==> src/pkg/sbt_pkg.sv <==
`default_nettype none
package sbt_pkg;
    // Scan register lengths
    localparam int IR_LEN = 3;
    localparam int ID_LEN = 32;
    localparam int BSR_LEN = 109;
    // Depth of each pin synchroniser
    localparam int SYNC_LEN = 3;
    // Depth of the update word buffer
    localparam int UPD_DEPTH = 2;
    // Instruction codes
    localparam logic [2:0] IR_EXTEST = 3'h0;
    localparam logic [2:0] IR_IDCODE = 3'h1;
    localparam logic [2:0] IR_FLOAT = 3'h2;
    localparam logic [2:0] IR_SAMPLE = 3'h4;
    localparam logic [2:0] IR_BYPASS = 3'h7;
    // Fixed pattern loaded into the instruction shifter at capture
    localparam logic [2:0] IR_CAPTURE = 3'h1;
    // Instruction selected after a TAP reset
    localparam logic [2:0] IR_RESET = IR_IDCODE;
    // Identification word field positions
    localparam int ID_REV_LSB = 29;
    localparam int ID_PART_LSB = 12;
    localparam int ID_VEND_LSB = 1;
    // Presence bit of the identification word
    localparam logic ID_PRESENT = 1'b1;
    // Value captured into the bypass cell
    localparam logic BYP_CAPTURE = 1'b0;
    // Data register selected by an instruction
    typedef enum logic [1:0] {SEL_BYP, SEL_ID, SEL_BSR} sbt_sel_e;
    // TAP controller states
    typedef enum logic [3:0] {
        TL_RESET, RUN_IDLE, SEL_DR, CAP_DR, SH_DR, EX1_DR, PA_DR, EX2_DR, UPD_DR,
        SEL_IR, CAP_IR, SH_IR, EX1_IR, PA_IR, EX2_IR, UPD_IR
    } sbt_tap_e;
    // Test pins from the controller
    typedef struct packed {
        logic tck;
        logic tms;
        logic tdi;
    } sbt_pins_s;
    // Word handed to the pin ring at update
    typedef struct packed {
        logic drive;
        logic [BSR_LEN-1:0] cells;
    } sbt_upd_s;
endpackage : sbt_pkg
`default_nettype wire

==> src/hdl/sbt_buf2.sv <==
`timescale 1ns/1ps
`default_nettype none
// Small valid/ready buffer; full and empty come from the entry count
module sbt_buf2 #(
    parameter int WIDTH = 8,
    parameter int DEPTH = 2
) (
    input wire logic clk_sys,
    input wire logic reset_n,
    input wire logic in_valid,
    output logic in_ready,
    input wire logic [WIDTH-1:0] in_data,
    output logic out_valid,
    input wire logic out_ready,
    output logic [WIDTH-1:0] out_data
);
    localparam int AW = (DEPTH > 1) ? $clog2(DEPTH) : 1;
    // Whole buffer state
    typedef struct packed {
        logic [DEPTH-1:0][WIDTH-1:0] mem;
        logic [AW-1:0] wp;
        logic [AW-1:0] rp;
        logic [AW:0] cnt;
    } sbt_buf_s;
    sbt_buf_s s_q;
    sbt_buf_s s_d;
    logic push;
    logic pop;

    // Handshakes from the count
    assign in_ready = (s_q.cnt != (AW+1)'(DEPTH));
    assign out_valid = (s_q.cnt != '0);
    assign out_data = s_q.mem[s_q.rp];
    assign push = in_valid & in_ready;
    assign pop = out_valid & out_ready;

    // Next state: write, read, count
    always_comb begin
        s_d = s_q;
        if (push) begin
            s_d.mem[s_q.wp] = in_data;
            s_d.wp = (s_q.wp == AW'(DEPTH-1)) ? '0 : s_q.wp + AW'(1);
        end
        if (pop) begin
            s_d.rp = (s_q.rp == AW'(DEPTH-1)) ? '0 : s_q.rp + AW'(1);
        end
        s_d.cnt = s_q.cnt + (AW+1)'(push) - (AW+1)'(pop);
    end

    // State register
    always_ff @(posedge clk_sys or negedge reset_n) begin
        if (!reset_n) begin
            s_q <= '0;
        end else begin
            s_q <= s_d;
        end
    end
endmodule : sbt_buf2
`default_nettype wire

==> src/hdl/sbt_tap.sv <==
// Contract
// - 3-bit instruction; 000 captures the ring
// - IDCODE loads and shifts the 32-bit identity
// - 010 captures, shifts chain, floats outputs
// - 100 captures ring, shifts 109-cell chain
// - 111 puts one bypass cell in path
// - Identity fields: revision, part, vendor, one
`timescale 1ns/1ps
`default_nettype none
module sbt_tap #(
    parameter logic [2:0] ID_REV = 3'h5,
    parameter logic [16:0] ID_PART = 17'h0abcd,
    parameter logic [10:0] ID_VEND = 11'h155
) (
    input wire logic clk_sys,
    input wire logic reset_n,
    input wire sbt_pkg::sbt_pins_s pins,
    output logic tdo,
    output logic tdo_oe,
    input wire logic [sbt_pkg::BSR_LEN-1:0] ring_in,
    output logic float_outputs,
    output logic upd_room,
    output logic upd_valid,
    input wire logic upd_ready,
    output sbt_pkg::sbt_upd_s upd_data
);
    // Identity values above are arbitrary
    localparam logic [sbt_pkg::ID_LEN-1:0] ID_WORD = {ID_REV, ID_PART, ID_VEND,
        sbt_pkg::ID_PRESENT};

    // Whole block state
    typedef struct packed {
        logic [sbt_pkg::SYNC_LEN-1:0] tck_s;
        logic [sbt_pkg::SYNC_LEN-1:0] tms_s;
        logic [sbt_pkg::SYNC_LEN-1:0] tdi_s;
        logic tck_lvl;
        logic tms_lvl;
        logic tdi_lvl;
        sbt_pkg::sbt_tap_e tap;
        logic [sbt_pkg::IR_LEN-1:0] ir_sh;
        logic [sbt_pkg::IR_LEN-1:0] ir;
        logic byp;
        logic [sbt_pkg::ID_LEN-1:0] id;
        logic [sbt_pkg::BSR_LEN-1:0] bsr;
        logic tdo;
        logic tdo_oe;
        logic push;
        logic drive;
    } sbt_state_s;

    sbt_state_s s_q;
    sbt_state_s s_d;
    logic rise;
    logic fall;
    logic tck_ok;
    sbt_pkg::sbt_upd_s push_word;

    // Data register behind an instruction; reserved codes fall to bypass
    function automatic sbt_pkg::sbt_sel_e dr_sel(input logic [2:0] code);
        sbt_pkg::sbt_sel_e sel;
        sel = sbt_pkg::SEL_BYP;
        if (code == sbt_pkg::IR_IDCODE) begin
            sel = sbt_pkg::SEL_ID;
        end else if (code == sbt_pkg::IR_EXTEST || code == sbt_pkg::IR_FLOAT ||
                     code == sbt_pkg::IR_SAMPLE) begin
            sel = sbt_pkg::SEL_BSR;
        end
        return sel;
    endfunction : dr_sel

    // TAP state walk on TMS
    function automatic sbt_pkg::sbt_tap_e tap_next(input sbt_pkg::sbt_tap_e st,
                                                   input logic tms);
        sbt_pkg::sbt_tap_e nx;
        nx = st;
        unique case (st)
            sbt_pkg::TL_RESET: nx = tms ? sbt_pkg::TL_RESET : sbt_pkg::RUN_IDLE;
            sbt_pkg::RUN_IDLE: nx = tms ? sbt_pkg::SEL_DR : sbt_pkg::RUN_IDLE;
            sbt_pkg::SEL_DR: nx = tms ? sbt_pkg::SEL_IR : sbt_pkg::CAP_DR;
            sbt_pkg::CAP_DR: nx = tms ? sbt_pkg::EX1_DR : sbt_pkg::SH_DR;
            sbt_pkg::SH_DR: nx = tms ? sbt_pkg::EX1_DR : sbt_pkg::SH_DR;
            sbt_pkg::EX1_DR: nx = tms ? sbt_pkg::UPD_DR : sbt_pkg::PA_DR;
            sbt_pkg::PA_DR: nx = tms ? sbt_pkg::EX2_DR : sbt_pkg::PA_DR;
            sbt_pkg::EX2_DR: nx = tms ? sbt_pkg::UPD_DR : sbt_pkg::SH_DR;
            sbt_pkg::UPD_DR: nx = tms ? sbt_pkg::SEL_DR : sbt_pkg::RUN_IDLE;
            sbt_pkg::SEL_IR: nx = tms ? sbt_pkg::TL_RESET : sbt_pkg::CAP_IR;
            sbt_pkg::CAP_IR: nx = tms ? sbt_pkg::EX1_IR : sbt_pkg::SH_IR;
            sbt_pkg::SH_IR: nx = tms ? sbt_pkg::EX1_IR : sbt_pkg::SH_IR;
            sbt_pkg::EX1_IR: nx = tms ? sbt_pkg::UPD_IR : sbt_pkg::PA_IR;
            sbt_pkg::PA_IR: nx = tms ? sbt_pkg::EX2_IR : sbt_pkg::PA_IR;
            sbt_pkg::EX2_IR: nx = tms ? sbt_pkg::UPD_IR : sbt_pkg::SH_IR;
            sbt_pkg::UPD_IR: nx = tms ? sbt_pkg::SEL_DR : sbt_pkg::RUN_IDLE;
        endcase
        return nx;
    endfunction : tap_next

    // TCK edges count once the last two synchroniser stages agree
    assign tck_ok = (s_q.tck_s[1] == s_q.tck_s[2]);
    assign rise = tck_ok & s_q.tck_s[2] & ~s_q.tck_lvl;
    assign fall = tck_ok & ~s_q.tck_s[2] & s_q.tck_lvl;

    // Outputs straight from state
    assign tdo = s_q.tdo;
    assign tdo_oe = s_q.tdo_oe;
    assign float_outputs = (s_q.ir == sbt_pkg::IR_FLOAT);
    assign push_word.drive = s_q.drive;
    assign push_word.cells = s_q.bsr;

    // Next state
    always_comb begin
        s_d = s_q;
        s_d.push = 1'b0;
        // Pin synchronisers; first stage only feeds the second
        s_d.tck_s = {s_q.tck_s[1:0], pins.tck};
        s_d.tms_s = {s_q.tms_s[1:0], pins.tms};
        s_d.tdi_s = {s_q.tdi_s[1:0], pins.tdi};
        if (tck_ok) begin
            s_d.tck_lvl = s_q.tck_s[2];
        end
        if (s_q.tms_s[1] == s_q.tms_s[2]) begin
            s_d.tms_lvl = s_q.tms_s[2];
        end
        if (s_q.tdi_s[1] == s_q.tdi_s[2]) begin
            s_d.tdi_lvl = s_q.tdi_s[2];
        end
        // Rising TCK: act on the current state, then move on
        if (rise) begin
            unique case (s_q.tap)
                sbt_pkg::TL_RESET: begin
                    s_d.ir = sbt_pkg::IR_RESET;
                end
                sbt_pkg::CAP_DR: begin
                    unique case (dr_sel(s_q.ir))
                        sbt_pkg::SEL_BYP: s_d.byp = sbt_pkg::BYP_CAPTURE;
                        sbt_pkg::SEL_ID: s_d.id = ID_WORD;
                        sbt_pkg::SEL_BSR: s_d.bsr = ring_in;
                    endcase
                end
                sbt_pkg::SH_DR: begin
                    unique case (dr_sel(s_q.ir))
                        sbt_pkg::SEL_BYP: s_d.byp = s_q.tdi_lvl;
                        sbt_pkg::SEL_ID: s_d.id = {s_q.tdi_lvl, s_q.id[31:1]};
                        sbt_pkg::SEL_BSR: begin
                            s_d.bsr = {s_q.tdi_lvl, s_q.bsr[sbt_pkg::BSR_LEN-1:1]};
                        end
                    endcase
                end
                sbt_pkg::UPD_DR: begin
                    // Preload and external test hand the chain to the ring
                    if (dr_sel(s_q.ir) == sbt_pkg::SEL_BSR && s_q.ir != sbt_pkg::IR_FLOAT) begin
                        s_d.push = 1'b1;
                        s_d.drive = (s_q.ir == sbt_pkg::IR_EXTEST);
                    end
                end
                sbt_pkg::CAP_IR: begin
                    s_d.ir_sh = sbt_pkg::IR_CAPTURE;
                end
                sbt_pkg::SH_IR: begin
                    s_d.ir_sh = {s_q.tdi_lvl, s_q.ir_sh[2:1]};
                end
                sbt_pkg::UPD_IR: begin
                    s_d.ir = s_q.ir_sh;
                end
                default: begin
                    // Other states hold the registers
                end
            endcase
            s_d.tap = tap_next(s_q.tap, s_q.tms_lvl);
        end
        // Falling TCK: present the next bit while shifting
        if (fall) begin
            s_d.tdo_oe = (s_q.tap == sbt_pkg::SH_DR) || (s_q.tap == sbt_pkg::SH_IR);
            if (s_q.tap == sbt_pkg::SH_IR) begin
                s_d.tdo = s_q.ir_sh[0];
            end else begin
                unique case (dr_sel(s_q.ir))
                    sbt_pkg::SEL_BYP: s_d.tdo = s_q.byp;
                    sbt_pkg::SEL_ID: s_d.tdo = s_q.id[0];
                    sbt_pkg::SEL_BSR: s_d.tdo = s_q.bsr[0];
                endcase
            end
        end
    end

    // State register; reset leaves the TAP in test-logic reset with IDCODE
    always_ff @(posedge clk_sys or negedge reset_n) begin
        if (!reset_n) begin
            s_q <= '0;
            s_q.ir <= sbt_pkg::IR_RESET;
            s_q.tap <= sbt_pkg::TL_RESET;
        end else begin
            s_q <= s_d;
        end
    end

    // Update words wait here until the ring takes them
    sbt_buf2 #(
        .WIDTH($bits(sbt_pkg::sbt_upd_s)),
        .DEPTH(sbt_pkg::UPD_DEPTH)
    ) u_upd_buf (
        .clk_sys(clk_sys),
        .reset_n(reset_n),
        .in_valid(s_q.push),
        .in_ready(upd_room),
        .in_data(push_word),
        .out_valid(upd_valid),
        .out_ready(upd_ready),
        .out_data(upd_data)
    );
endmodule : sbt_tap
`default_nettype wire

==> config.mk <==
export PLATFORM = sky130hd
export DESIGN_NAME = sbt_tap
export DESIGN_NICKNAME = d
export VERILOG_FILES = /design/src/pkg/sbt_pkg.sv /design/src/hdl/sbt_buf2.sv /design/src/hdl/sbt_tap.sv
export SDC_FILE = /design/constraint.sdc
export NUM_CORES = 1
export LEC_CHECK = 0
export ABC_AREA = 0
export BUFFER_PORTS_ARGS = -buffer_cell sky130_fd_sc_hd__buf_4
export CORE_ASPECT_RATIO = 0.75
export CORE_UTILIZATION = 30
export CTS_CLUSTER_DIAMETER = 100
export DETAILED_ROUTE_END_ITERATION = 10
export GPL_TIMING_DRIVEN = 0
export PLACE_DENSITY = 0.45
export SETUP_SLACK_MARGIN = 0.1
export SLEW_MARGIN = 40
export SYNTH_ARGS = -nofsm -noshare
export SYNTH_HDL_FRONTEND = slang
export SYNTH_SLANG_ARGS = --single-unit
==> constraint.sdc <==
create_clock -name clk_sys -period 2 [get_ports clk_sys]
set_input_delay 0 -clock clk_sys [delete_from_list [all_inputs] [get_ports clk_sys]]
set_output_delay 0 -clock clk_sys [all_outputs]
set_load 0.03 [all_outputs]
==> out/qor.yml <==
finalSetupTns_ns: 0
insertion_delay_ns: 0.57
fmax_ghz: 0.5115
insertedDiodeCount: 0
synth_warnings: 0
fp.dieH_um: 209.5
r2r_start: "s_q[167]$_DFF_PN0_"
synth.area.top_cells: "dfrtp_1, mux2_2, mux2i_1"
port_buffers: 229
fin_skew_ns: 0.01779
mostFrequentLayoutCell: "dfrtp_1"
synth_edf_count: 0
final_core_util_pct: 42.11
via_count: 11860
htreeDepth: 2
synth_top_area_cell: "dfrtp_1"
period_needed_ns: 1.955
wl_um: 49360
syn_area_mm2: 0.01723
sw_frac_of_total_pct: 32.60
pwr-share-seq_pct: 39.5
cp_cell_sequence: "clkbuf_16 -> buf_12 -> mux2_2 -> buf_4"
rsz0062_at_grt: "true"
firstDrtPassIters: 4
pwr_density_cell_mw_per_mm2: 1187
ys_seq_elements: 392
crit_family: "buffers and inverters"
status: "finished, final reports clean"
p_sw_mw: 9.174
finalHoldViolations: 0
yosysTopAreaCellShare_pct: 56.79
pwr-share-clk_pct: 31.1
slew_headroom_pct: 64.13
crit_start: "u_upd_buf.s_q[2]$_DFFE_PN0P_"
core_mm2: 0.05630
crit_required_ns: 2.00
cts_tree: "done"
grt_first_pass_wirelength_um: 75080
cp_slowest_cell: "dfrtp_2"
crit_fanout: 10
cp-start-kind: "flop"
routabilityCongestion: 0.7275
grt_pass1_vias: 12180
setup_viol: 0
drt-initial-drc-count: 551
layout_common_cells: "dfrtp_1, mux2_2, buf_4, nand2_1, dlygate4sd3_1"
syn_to_final_growth_pct: 37.63
grt_max_degree: 73
cts_buffer_depth: 3
internal_power_mw: 18.97
drv_slew: 0
cp_num_buf_inv: 3
ys_seq_area_share_pct: 56.95
path_class: "reg -> out"
drive_gt1_share_pct: 44.15
grt_usage_pct: 16.75
ys_async_sr_fraction_pct: 100.0
wl_per_cell_um: 19.48
finalCritPeriodShare_pct: 97.75
power.total_mw: 28.14
cts_root_buf: "clkbuf_16"
endpoint_kind: "output port"
ir_drop_mv: 0.6266
die_x_um: 278.7
syn-num-nets: 1473
p_comb_share_pct: 29.4
cp.arrival_ns: 1.95
tightest_slew_ns: 0.5380
hpwl_um: 32910
syn_inst: 1354
initial_core_util_pct: 30.60
min_from: "pins[2]"
ant_nets: 0
dieArea_mm2: 0.05840
fin_nets: 1887
synth_ff_type: "dfrtp_1"
antenna_found_initial: 3
io_pins: 230
numCtsBuffers: 46
clk_pin_slew_ns: 0.06
syn_avg_cell_area_um2: 12.72
hp-class: "in -> reg"
row_count: 75
via_per_inst: 4.681
synth_cell_types: 49
drc: 0
slowest_delay_ns: 0.44
p_leak_nw: 11.63
grt-ovfl-total: 0
maxCapViolCount: 0
cts.sinks: 392
## synthesized netlist by cell type (8+ instances only)
cell type  count
a21oi_1        8
buf_2         43
buf_6         14
clkbuf_1      26
dfrtp_1      391
inv_1         13
mux2_2       331
mux2i_1      108
nand2_1      174
nor2_1        24
o21ai_0      106
o21ai_1       45
## flip-flops by register name (all words and copies together), names as in the netlist
register / flops
tdo_oe: 1
u_upd_buf.s_q: 224
s_q: 50
tdo: 1
s_d: 6
push_word: 110
## routing by layer
layer | track usage (%) | wire (um) | vias to the layer above
li1 | - | - | 5592
met1 | 24.70 | 24690 | 5998
met2 | 25.28 | 21880 | 200
met3 | 3.050 | 1922 | 65
met4 | 4.111 | 833 | 6
met5 | 0 | 35 | -
## logic make-up (layout without fill, tap and decap cells)
family	count (synthesis)	after routing	share of synthesized area, %
xor+xnor	4	4	0.2034
flops	392	392	56.95
fa+ha+maj	6	6	0.4067
mux	439	439	27.91
buf+inv	104	553	3.341
simple gates	231	231	5.629
compound gates	178	178	5.563
## final cells by class
class                      count  area [um^2]
clock inverter                13        173.9
multi-input combinational    858         7082
tap                          731        914.6
inverter                      13        48.80
sequential                   392         9813
clock buffer                  70         1403
buffer                        89        952.2
timing repair buffer         368         3323
fill                        5329        32590
## worst register-to-register path, stage by stage, from the launching register on
cell	delay (ns)
dfrtp_1	0.35
ha_2	0.19
nor3b_4	0.29
o211ai_4	0.16
buf_12	0.17
buf_12	0.15
buf_12	0.16
clkbuf_16	0.17
nand2_2	0.05
o21ai_1	0.06
## worst paths after layout
check / to / slack, ns / cells after the start
max in group asynchronous: u_upd_buf.s_q[178]$_DFFE_PN0P_ / 0.32 / 5
min: s_d[166]$_DFF_PN0_ / 0.08 / 2
min in group asynchronous: s_d[163]$_DFF_PN0_ / 0.52 / 3
min reg2reg: s_d[167]$_DFF_PN0_ / 0.35 / 0
max: upd_data[26] / 0.05 / 4
max reg2reg: push_word[104]$_DFFE_PN0P_ / 0.13 / 9
## power by group through the flow
| stage | logic (mW) | registers, mW | clock network [mW] |
|---|---|---|---|
| 2_1_floorplan | 4.91 | 10.7 | 0 |
| 3_3_place_gp | 7.23 | 11.1 | 0 |
| 3_5_place_dp | 7.36 | 11.2 | 0 |
| 4_1_cts | 8.05 | 11.1 | 9.07 |
| 5_1_grt | 8.96 | 11.4 | 9.36 |
| 6_report | 8.27 | 11.1 | 8.76 |
## per-stage QoR
stage | cell area, um^2 | hold slack, ns | setup WS, ns | cells
finish | 23710 | 0.07886 | 0.04505 | 2534
global route | 23710 | 0.05416 | -0.01919 | 2534
CTS | 23190 | 0.02606 | 0.006174 | 2525
detailed placement | 20010 | -0.008193 | -0.3860 | 2319
global placement | 19860 | 0.1094 | -3.211 | 2314
floorplan | 17230 | -0.2956 | 0.1897 | 1354
## what timing repair did
| item | 4_1_cts | 5_1_grt |
|---|---|---|
| resized for setup | 114 | 157 |
| pin swaps | 2 | 9 |
| buffers inserted | 7 | 6 |
| endpoints found under the hold margin | 436 | 0 |
| hold buffers | 115 | 0 |
| cloned | 2 | 4 |
| setup endpoints to repair | 438 | 411 |
No activity file was read; power rests on OpenSTA's default activity.
